`config.mk`:
```
export PLATFORM = sky130hd
export DESIGN_NAME = mcs_top
export DESIGN_NICKNAME = d
export VERILOG_FILES = /design/src/include/mcs_pkg.sv /design/src/hw/mcs_sync3.sv /design/src/hw/mcs_flag.sv /design/src/hw/mcs_top.sv
export VERILOG_INCLUDE_DIRS = /design/src /design/src/include
export SDC_FILE = /design/constraint.sdc
export NUM_CORES = 1
export LEC_CHECK = 0
export BUFFER_PORTS_ARGS = -buffer_cell sky130_fd_sc_hd__buf_2
export CAP_MARGIN = 20
export CORE_UTILIZATION = 50
export DETAILED_ROUTE_END_ITERATION = 16
export PLACE_DENSITY = 0.79
export SYNTH_ARGS = -nofsm -noshare
export SYNTH_HDL_FRONTEND = slang
export SYNTH_HIERARCHICAL = 1
export SYNTH_SLANG_ARGS = --single-unit
```
`constraint.sdc`:
```
create_clock -name clk -period 2.3 [get_ports clk]
set_clock_uncertainty 0.05 [all_clocks]
set_input_delay 0 -clock clk [delete_from_list [all_inputs] [get_ports clk]]
set_output_delay 0 -clock clk [all_outputs]
set_load 0.01 [all_outputs]
```
`src/include/mcs_regs_regs.svh`:
```
// Register map, field positions, reset values and timing constants of the
// monitor configuration and status bank. Definitions only.
`ifndef MCS_REGS_REGS_SVH
`define MCS_REGS_REGS_SVH

// ==========================================================
// Register offsets
`define MCS_ADDR_CFG1      8'h40
`define MCS_ADDR_STAT1     8'h41
`define MCS_ADDR_CFG7      8'h11
`define MCS_ADDR_PMAX_LO   8'h38
`define MCS_ADDR_PMAX_HI   8'h3A

// ==========================================================
// Reset values
`define MCS_CFG1_RST       8'h04
`define MCS_STAT1_RST      8'h00

// ==========================================================
// Write masks of the configuration register
`define MCS_CFG_WMASK      8'h7B
`define MCS_CFG_LOCK_WMASK 8'h29

// ==========================================================
// Status field positions
`define MCS_ST_VOLT_LO     0
`define MCS_ST_TEMP_LO     4
`define MCS_ST_SUMMARY     7
`define MCS_N_VOLT         4
`define MCS_N_TEMP         3

// ==========================================================
// Fan and timing constants
`define MCS_N_FAN          3
`define MCS_PWM_FULL       8'hFF
`define MCS_BUS_TMO_MS     35
`define MCS_CLK_KHZ        100000
`define MCS_BUS_TMO_CYC    (`MCS_BUS_TMO_MS * `MCS_CLK_KHZ)
`define MCS_TMO_W          22
`define MCS_N_PIN          5

`endif

```
`src/include/mcs_pkg.sv`:
```
// Types shared by the monitor configuration and status bank.
// Assumes mcs_regs_regs.svh is compiled alongside for the numeric constants.
package mcs_pkg;

  // ==========================================================
  // Configuration register layout
  typedef struct packed {
    logic reserved;
    logic bus_timeout_enable;
    logic spinup_pulse_disable;
    logic vrm_current_flag;
    logic full_speed_force;
    logic ready;
    logic lock;
    logic monitor_run;
  } mcs_cfg_t;

  // ==========================================================
  // Out-of-limit conditions from the comparators
  typedef struct packed {
    logic [2:0] temp;
    logic [3:0] volt;
  } mcs_ool_t;

  // ==========================================================
  // State machines
  typedef enum logic [1:0] {
    MCS_SU_IDLE = 2'h0,
    MCS_SU_SPIN = 2'h1,
    MCS_SU_ONE  = 2'h3
  } mcs_spin_t;

  typedef enum logic [1:0] {
    MCS_BT_IDLE = 2'h0,
    MCS_BT_BUSY = 2'h1,
    MCS_BT_REL  = 2'h3
  } mcs_bus_t;

endpackage

```
`src/hw/mcs_sync3.sv`:
```
// Three-stage synchroniser for a pin from outside the clock domain.
// Assumes one clock; the output moves only when stages two and three agree.
`timescale 1ns/10ps
module mcs_sync3 (
  input  wire logic clk,
  input  wire logic rst_n,
  input  wire logic pin_i,
  output logic      sync_o
);

  logic s1_q;
  logic s2_q;
  logic s3_q;

  // ==========================================================
  // Stages
  always_ff @(posedge clk or negedge rst_n) begin
    if (!rst_n) begin
      s1_q <= 1'b0;
      s2_q <= 1'b0;
      s3_q <= 1'b0;
    end else begin
      s1_q <= pin_i;
      s2_q <= s1_q;
      s3_q <= s2_q;
    end
  end

  // ==========================================================
  // Agreement filter
  always_ff @(posedge clk or negedge rst_n) begin
    if (!rst_n) begin
      sync_o <= 1'b0;
    end else if (s2_q == s3_q) begin
      sync_o <= s3_q;
    end
  end

endmodule

```
`src/hw/mcs_flag.sv`:
```
// One sticky out-of-limit status flag.
// Assumes cond_i and clr_i come from logic on the same clock.
`timescale 1ns/10ps
module mcs_flag (
  input  wire logic clk,
  input  wire logic rst_n,
  input  wire logic cond_i,
  input  wire logic clr_i,
  output logic      flag_o
);

  logic flag_d;

  // ==========================================================
  // Set wins over clear, so a live condition never drops the flag.
  always_comb begin
    flag_d = cond_i | (flag_o & ~clr_i);
  end

  always_ff @(posedge clk or negedge rst_n) begin
    if (!rst_n) begin
      flag_o <= 1'b0;
    end else begin
      flag_o <= flag_d;
    end
  end

endmodule

```
`src/hw/mcs_top.sv`:
```
// Global configuration register and first interrupt status register of a
// fan controller and hardware monitor, with the fan drive and bus timeout
// control that these bits steer.
// Assumes a register port from the two-wire bus slave on the same clock,
// comparator results on the same clock, and raw tach and bus pins.
`timescale 1ns/10ps
`include "mcs_regs_regs.svh"
module mcs_top #(
  parameter logic [`MCS_TMO_W-1:0] BUS_TMO_CYC = `MCS_TMO_W'(`MCS_BUS_TMO_CYC)
) (
  input  wire logic             clk,
  input  wire logic             rst_n,
  // Register port
  input  wire logic [7:0]       reg_addr,
  input  wire logic             reg_wr,
  input  wire logic             reg_rd,
  input  wire logic [7:0]       reg_wdata,
  output logic      [7:0]       reg_rdata,
  output logic                  reg_rvalid,
  output logic                  ext_wr_en,
  // Comparators and second status register
  input  wire mcs_pkg::mcs_ool_t status2_summary,
  input  wire logic             overtemp_pin_mode,
  input  wire logic             overtemp_timer_over,
  input  wire logic [7:0]       status2,
  // Fan drive
  input  wire logic [7:0]       pwm_auto_duty [`MCS_N_FAN],
  input  wire logic [7:0]       pwm_cur_duty  [`MCS_N_FAN],
  input  wire logic [`MCS_N_FAN-1:0] spinup_start,
  input  wire logic [`MCS_N_FAN-1:0] spinup_tmo,
  input  wire logic [`MCS_N_FAN-1:0] tach_pin,
  output logic      [7:0]       pwm_duty [`MCS_N_FAN],
  output logic      [`MCS_N_FAN-1:0] spinup_active,
  // Monitor control
  output mcs_pkg::mcs_cfg_t     cfg,
  output logic                  monitor_en,
  output logic                  use_default_limits,
  output logic                  lock_active,
  // Bus watchdog
  input  wire logic             scl_pin,
  input  wire logic             sda_pin,
  input  wire logic             bus_addressed,
  output logic                  bus_release
);

  // ==========================================================
  // Declarations
  mcs_pkg::mcs_cfg_t       cfg_q;
  mcs_pkg::mcs_cfg_t       cfg_d;
  logic [7:0]              wmask;
  logic [7:0]              stat;
  logic [6:0]              cond;
  logic                    stat_clr;
  logic [`MCS_N_PIN-1:0]   pin_raw;
  logic [`MCS_N_PIN-1:0]   pin_s;
  logic [`MCS_N_PIN-1:0]   pin_prev_q;
  logic [`MCS_N_PIN-1:0]   pin_edge;
  logic                    bus_activity;
  mcs_pkg::mcs_bus_t       bus_st_q;
  logic [`MCS_TMO_W-1:0]   idle_cnt_q;
  logic                    tmo_hit;
  localparam int           N_FLAG = `MCS_N_VOLT + `MCS_N_TEMP;

  // ==========================================================
  // Address decode
  function automatic logic hit(input logic [7:0] a, input logic [7:0] r);
    hit = (a == r);
  endfunction

  function automatic logic lockable(input logic [7:0] a);
    lockable = hit(a, `MCS_ADDR_CFG7) ||
               ((a >= `MCS_ADDR_PMAX_LO) && (a <= `MCS_ADDR_PMAX_HI));
  endfunction

  // ==========================================================
  // Configuration register
  // Once locked only the run, force and spin-up bits take writes.
  always_comb begin
    wmask = cfg_q.lock ? `MCS_CFG_LOCK_WMASK : `MCS_CFG_WMASK;
  end

  always_comb begin
    cfg_d = cfg_q;
    if (reg_wr && hit(reg_addr, `MCS_ADDR_CFG1)) begin
      cfg_d = (cfg_q & ~wmask) | (reg_wdata & wmask);
      cfg_d.lock = cfg_q.lock | cfg_d.lock;
    end
    cfg_d.reserved = 1'b0;
    cfg_d.ready    = cfg_q.ready;
  end

  // The core reset is held by the supply monitor until power-up is
  // complete, so the ready flag is already valid when reset releases.
  always_ff @(posedge clk or negedge rst_n) begin
    if (!rst_n) begin
      cfg_q <= `MCS_CFG1_RST;
    end else begin
      cfg_q <= cfg_d;
    end
  end

  assign cfg         = cfg_q;
  assign lock_active = cfg_q.lock;

  // ==========================================================
  // Lockable registers elsewhere
  // Limit registers are never touched here, so stopping the monitor
  // keeps whatever software programmed.
  always_comb begin
    ext_wr_en = reg_wr && !(cfg_q.lock && lockable(reg_addr));
  end

  // ==========================================================
  // Monitor run control
  always_comb begin
    monitor_en         = cfg_q.monitor_run;
    use_default_limits = !cfg_q.monitor_run;
  end

  // ==========================================================
  // Status sources
  always_comb begin
    cond = {status2_summary.temp, status2_summary.volt};
    if (overtemp_pin_mode) begin
      cond[`MCS_ST_VOLT_LO] = overtemp_timer_over;
    end
  end

  assign stat_clr = reg_rd && hit(reg_addr, `MCS_ADDR_STAT1);

  // ==========================================================
  // Sticky flags
  // A status read clears every flag whose condition has gone.
  genvar gi;
  generate
    for (gi = 0; gi < N_FLAG; gi++) begin : g_flag
      mcs_flag u_flag (
        .clk    (clk),
        .rst_n  (rst_n),
        .cond_i (cond[gi]),
        .clr_i  (stat_clr),
        .flag_o (stat[gi])
      );
    end
  endgenerate

  assign stat[`MCS_ST_SUMMARY] = |status2;

  // ==========================================================
  // Register read port
  // Read data is registered; writes to the status address are ignored.
  always_ff @(posedge clk or negedge rst_n) begin
    if (!rst_n) begin
      reg_rdata <= `MCS_STAT1_RST;
    end else if (reg_rd) begin
      if (hit(reg_addr, `MCS_ADDR_CFG1)) begin
        reg_rdata <= cfg_q;
      end else if (stat_clr) begin
        reg_rdata <= stat;
      end else begin
        reg_rdata <= `MCS_STAT1_RST;
      end
    end
  end

  always_ff @(posedge clk or negedge rst_n) begin
    if (!rst_n) begin
      reg_rvalid <= 1'b0;
    end else begin
      reg_rvalid <= reg_rd;
    end
  end

  // ==========================================================
  // Pin synchronisers
  // Bus lines idle high while the synchronisers reset low; inverting them
  // here keeps the release of reset from looking like a line edge.
  assign pin_raw = {~sda_pin, ~scl_pin, tach_pin};

  generate
    for (gi = 0; gi < `MCS_N_PIN; gi++) begin : g_sync
      mcs_sync3 u_sync (
        .clk    (clk),
        .rst_n  (rst_n),
        .pin_i  (pin_raw[gi]),
        .sync_o (pin_s[gi])
      );
    end
  endgenerate

  always_ff @(posedge clk or negedge rst_n) begin
    if (!rst_n) begin
      pin_prev_q <= '0;
    end else begin
      pin_prev_q <= pin_s;
    end
  end

  assign pin_edge     = pin_s ^ pin_prev_q;
  assign bus_activity = |pin_edge[`MCS_N_PIN-1:`MCS_N_FAN];

  // ==========================================================
  // Fan spin-up
  // Normally spin-up ends on the second rising tach edge; with pulse
  // detection off it runs until the selected timeout instead.
  generate
    for (gi = 0; gi < `MCS_N_FAN; gi++) begin : g_spin
      mcs_pkg::mcs_spin_t su_q;
      logic               tach_rise;

      assign tach_rise = pin_edge[gi] && pin_s[gi];

      always_ff @(posedge clk or negedge rst_n) begin
        if (!rst_n) begin
          su_q <= mcs_pkg::MCS_SU_IDLE;
        end else begin
          case (su_q)
            mcs_pkg::MCS_SU_IDLE: begin
              if (spinup_start[gi]) begin
                su_q <= mcs_pkg::MCS_SU_SPIN;
              end
            end
            mcs_pkg::MCS_SU_SPIN: begin
              if (spinup_tmo[gi]) begin
                su_q <= mcs_pkg::MCS_SU_IDLE;
              end else if (tach_rise && !cfg_q.spinup_pulse_disable) begin
                su_q <= mcs_pkg::MCS_SU_ONE;
              end
            end
            mcs_pkg::MCS_SU_ONE: begin
              if (spinup_tmo[gi]) begin
                su_q <= mcs_pkg::MCS_SU_IDLE;
              end else if (tach_rise && !cfg_q.spinup_pulse_disable) begin
                su_q <= mcs_pkg::MCS_SU_IDLE;
              end
            end
            default: begin
              su_q <= mcs_pkg::MCS_SU_IDLE;
            end
          endcase
        end
      end

      assign spinup_active[gi] = (su_q != mcs_pkg::MCS_SU_IDLE);
    end
  endgenerate

  // ==========================================================
  // PWM duty selection
  // Thermal protection outranks everything: a stopped monitor means full
  // duty even if software asked for a quieter setting.
  generate
    for (gi = 0; gi < `MCS_N_FAN; gi++) begin : g_pwm
      always_ff @(posedge clk or negedge rst_n) begin
        if (!rst_n) begin
          pwm_duty[gi] <= `MCS_PWM_FULL;
        end else if (!cfg_q.monitor_run) begin
          pwm_duty[gi] <= `MCS_PWM_FULL;
        end else if (spinup_active[gi]) begin
          pwm_duty[gi] <= `MCS_PWM_FULL;
        end else if (cfg_q.full_speed_force) begin
          pwm_duty[gi] <= pwm_cur_duty[gi];
        end else begin
          pwm_duty[gi] <= pwm_auto_duty[gi];
        end
      end
    end
  endgenerate

  // ==========================================================
  // Bus watchdog
  // The count restarts on every line edge, so only a stall inside a
  // transaction addressed to this device can trip it.
  // The count saturates, so a limit reached while the timeout is disabled
  // releases the bus as soon as the timeout is enabled.
  assign tmo_hit = (idle_cnt_q >= BUS_TMO_CYC);

  always_ff @(posedge clk or negedge rst_n) begin
    if (!rst_n) begin
      idle_cnt_q <= '0;
    end else if (bus_st_q != mcs_pkg::MCS_BT_BUSY || bus_activity) begin
      idle_cnt_q <= '0;
    end else if (!tmo_hit) begin
      idle_cnt_q <= idle_cnt_q + `MCS_TMO_W'(1);
    end
  end

  always_ff @(posedge clk or negedge rst_n) begin
    if (!rst_n) begin
      bus_st_q <= mcs_pkg::MCS_BT_IDLE;
    end else begin
      case (bus_st_q)
        mcs_pkg::MCS_BT_IDLE: begin
          if (bus_addressed) begin
            bus_st_q <= mcs_pkg::MCS_BT_BUSY;
          end
        end
        mcs_pkg::MCS_BT_BUSY: begin
          if (!bus_addressed) begin
            bus_st_q <= mcs_pkg::MCS_BT_IDLE;
          end else if (tmo_hit && cfg_q.bus_timeout_enable) begin
            bus_st_q <= mcs_pkg::MCS_BT_REL;
          end
        end
        mcs_pkg::MCS_BT_REL: begin
          if (!bus_addressed) begin
            bus_st_q <= mcs_pkg::MCS_BT_IDLE;
          end
        end
        default: begin
          bus_st_q <= mcs_pkg::MCS_BT_IDLE;
        end
      endcase
    end
  end

  assign bus_release = (bus_st_q == mcs_pkg::MCS_BT_REL);

endmodule

```
==> results list <==
- Required time at the endpoint of the critical path: 2470 ps
- Across every metal layer, demand over resource in global routing totals 30.0%.
- The clock network burns 30.0% of the power.
* Antenna diodes: 0
* PostCTS Resize Cnt: 0
- Overall die area: 9050 sq um
- The area growth from synthesis to layout is 41.2%.
- Number of nets at the end of the flow: 700
* First drt pass iteration count: 5
* Number of synthesized flops with an enable pin: 0
- The die is between 90 and 100 um wide.
- Routed wire length: 12,500 um
- Class of the most critical hold timing path: input port to flip-flop
* Top flip-flop cell by instance count after synthesis: sky130_fd_sc_hd__dfrtp_1
- Share of synthesized flip-flops with an asynchronous set or reset: 100%
* Number of buffers inserted during clock tree synthesis: 9
- For the worst setup path, the data arrival time is 2190 ps.
* Adder-cell share of the synthesized area: between 1.5 and 2%
* Worst Max-Slew Pin Slew: between 600 and 700 ps
- Count of routing violations after the opening detailed-route iteration: 237
- Max-slew violation count: 0
- The worst hold path passes through 3 cells.
* Endpoint kind of the worst setup timing path: flip-flop
* Cell internal pwr: 0.00254 W
- Switch share: 25.7%
- Final global-route overflow total: 0
* Synthesized net count: 478
- By area the synthesized netlist is led by sky130_fd_sc_hd__dfrtp_1 44%, sky130_fd_sc_hd__dfstp_2 15%, sky130_fd_sc_hd__mux2i_1 5.5%, sky130_fd_sc_hd__nand2_1 3.9%, sky130_fd_sc_hd__a21oi_1 2.8%.
- Worst-path fanout max: 1
* Vertical die dimension: 95.1 um
- Period minus WS final: approximately 2000 ps
* Headroom to the max-slew limit: a little under three fifths
- Post-synth top cells: 77 x sky130_fd_sc_hd__dfrtp_1, 45 x sky130_fd_sc_hd__nand2_1, 26 x sky130_fd_sc_hd__nor2_1
* Routability congestion estimate from global placement: 0.824
* Number of levels the H-tree was split into: 3
- The analysis attributes to net switching a power of 0.000878 W.
* Combinational family with the most area after synthesis: simple AND/OR/NAND/NOR gates
- Timing would allow up to 0.496 GHz.
* Number of standard-cell rows in the floorplan: 33
- The run finished with clean final reports.
- The critical path is of the input port to flip-flop type.
- The post-route netlist has 33.8% of its cells at a drive strength greater than 1.
* Yosys warning count: 6
- XOR/XNOR share of the synthesized area: 2.42%
- For this run, the number of standard cells in the final layout without fillers is 711.
- Detailed placement ended at an HPWL of 6890 um.
- Setup repair after global routing left no endpoint under its margin.
- Fillers: 504
* Buffer depth of the longest clock path: 2
- Remaining DRCs: 0
* Antenna violations before repair: 0
- The worst setup path is launched from an input port.
- Register bit total from synthesis: about 100
- Routed Antenna Nets: 0
- Summing the areas of all and, or, nand and nor instances in the mapped netlist gives 15.2% of the synthesized area.
- Initial Util: between 50% and 60%
* Yosys top cell area share: roughly 44%
- Post-synthesis instance area: 4340 sq um
- Power density relative to cell area: 558 nW/um^2
- The first global-routing pass estimated 20,200 um of wire.
* R2r worst-path depth: 5
* Count of unique library cells instantiated by Yosys: 53
* Max Cap Viol: 0
- The core region is 8300 sq um.
- Summing the areas of all compound-gate instances in the mapped netlist gives 11.1% of the synthesized area.
* Clock tree from TritonCTS: done
* Number of vias in the routed layout: 3,940
* Detailed-route vias per instance: 5.54
- Among all cell types in the netlist, the one instantiated most often is sky130_fd_sc_hd__dfrtp_1.
- Largest net degree at the start of global routing: 54
* Number of cells after detailed placement: between 600 and 700
- Routed wire per std cell: ~18 um
- Part of the total power dissipated in combinational logic: 14.2%
- Per report_power, the sequential group accounts for 55.8% of the total.
* Setup slack at placement: 360 ps
- Final worst path period share: 87.6%
- Clock tree synthesis selected as its root buffer the cell sky130_fd_sc_hd__clkbuf_8.
- 146 I/O pins were placed.
- The count of endpoints failing hold in the final timing report is 0.
* Sum Neg Setup Slack: 0 ps
- The number of global-route vias before repair is 4,168.
- IR analysis of the VDD net gives a maximum drop of about 0.00031 V.
- CTS saw 101 sinks.
- Dividing the synthesized area by the synthesized cell count gives 11.4 sq um.
- Number of buffers added on ports: 141
* Cell accounting for the most synthesized area: sky130_fd_sc_hd__dfrtp_1
- Multiplexer cells account for 7.10% of the synthesized area.
- Skew-Pair Late Insertion Delay: 360 ps
* Number of setup violations in the final report: 0
- Clock-pin slew was measured on the worst setup and hold paths at 100 ps.
- Final core utilization: 73.8%
* Static Leakage: 2.66 nW
- For this run, the register share of the synthesized area comes to 59.0%.
- Worst path setup slack after routing: 285 ps
- Post-synthesis cell count: 379
==> power by group through the flow <==
stage               clock network [W]  registers [W]  logic (W)
floorplan                           0        0.00193   0.000159
global placement                    0        0.00193   0.000349
detailed placement                  0        0.00193   0.000358
CTS                           0.00106        0.00190   0.000458
global route                  0.00113        0.00191   0.000526
finish                        0.00103        0.00191   0.000485
==> path summary, 6_finish.rpt <==
check | slack, ps | startpoint | endpoint
max | 280 | status2[7] | reg_rdata[7]
min | 80 | reg_wr | monitor_en
max reg2reg | 320 | idle_cnt_q[15] | idle_cnt_q[15]
min reg2reg | 310 | g_sync[3].u_sync/s1_q | g_sync[3].u_sync/s2_q
max in group asynchronous | 1290 | rst_n | pwm_duty[0]
min in group asynchronous | 150 | rst_n | g_flag[1].u_flag/flag_o
==> placed cells by master (no fill, tap or decap), drive strengths merged, types with 3 or more instances in the layout <==
cell | netlist | layout
inv | 17 | 18
mux2i | 24 | 24
nor3b | 6 | 6
a211oi | 3 | 3
nand2 | 45 | 45
o21ai | 7 | 7
dfstp | 24 | 24
dfrtp | 77 | 77
a21o | 8 | 8
and2 | 3 | 3
a31oi | 3 | 3
a2111oi | 3 | 3
a41o | 3 | 3
dlygate4sd3 | 0 | 80
o31ai | 8 | 8
buf | 9 | 145
maj3 | 5 | 5
or4 | 6 | 6
a22oi | 6 | 6
nand3 | 8 | 8
mux2 | 6 | 6
xnor2 | 12 | 12
nor2 | 26 | 26
or2 | 3 | 3
nand4 | 6 | 6
clkbuf | 5 | 12
a21oi | 24 | 24
and3 | 6 | 6
==> area by class of cell <==
class,instances,area (sq um),share of cell area [%]
multi-input cells,247,1640,26.8
repair buffers,225,1550,25.3
clock buffers,12,145,2.37
clock inverters,4,32.5,0.531
inverters,17,63.8,1.04
flip-flops and latches,101,2560,41.8
well taps,105,131,2.15
==> per-layer routing <==
layer	vias to the layer above	global-route usage (%)	wire length [um]
met2	193	52.2	6430
met4	0	15.4	513
met1	1912	34.2	4790
li1	1787	-	-
met3	48	7.18	791
met5	-	0	0
==> flip-flops by register name (all words and copies together) (netlist names), named ones only <==
register / count
bus_st_q: 2
cfg: 2
g_flag.u_flag/flag_o: 7
g_spin.su_q: 6
g_sync.u_sync/s1_q: 5
g_sync.u_sync/s2_q: 5
g_sync.u_sync/s3_q: 5
g_sync.u_sync/sync_o: 5
idle_cnt_q: 22
lock_active: 1
monitor_en: 1
pin_prev_q: 5
pwm_duty: 24
reg_rdata: 8
reg_rvalid: 1
==> worst max-delay path: stages <==
cell	delay, ps
sky130_fd_sc_hd__dlygate4sd3_1	530
sky130_fd_sc_hd__buf_2	120
sky130_fd_sc_hd__nor4_1	190
sky130_fd_sc_hd__dlygate4sd3_1	580
sky130_fd_sc_hd__nand2_1	50
sky130_fd_sc_hd__dlygate4sd3_1	570
sky130_fd_sc_hd__nand2_1	60
sky130_fd_sc_hd__o21ai_0	90
==> per-stage QoR <==
| stage | hold slack [ps] | power, W | cell area [sq um] |
|---|---|---|---|
| after global placement | 14.2 | 0.00228 | 5140 |
| after CTS | 49.9 | 0.00342 | 6120 |
| after global routing | 58.6 | 0.00357 | 6120 |
| after detailed placement | 19.4 | 0.00229 | 5140 |
| final | 80.8 | 0.00342 | 6120 |
| after floorplan | -346 | 0.00209 | 4340 |
==> kinds of logic (layout without fill, tap and decap cells) <==
logic type                 Yosys count  count (layout)
xor gates and xnor gates            12              12
muxes                               30              30
adders and majority gates            7               7
other                                2               2
DFF                                101             101
buffers and inverters               31             258
AOI/OAI and AO/OA                   71              71
and+or+nand+nor                    125             125
==> timing repair <==
| item | CTS | global route |
|---|---|---|
| hold endpoints to repair | 107 | 0 |
| setup buffers | 0 | 0 |
| setup endpoints to repair | 0 | 0 |
| hold buffers | 80 | 0 |
(Power assumes the default switching activity.)
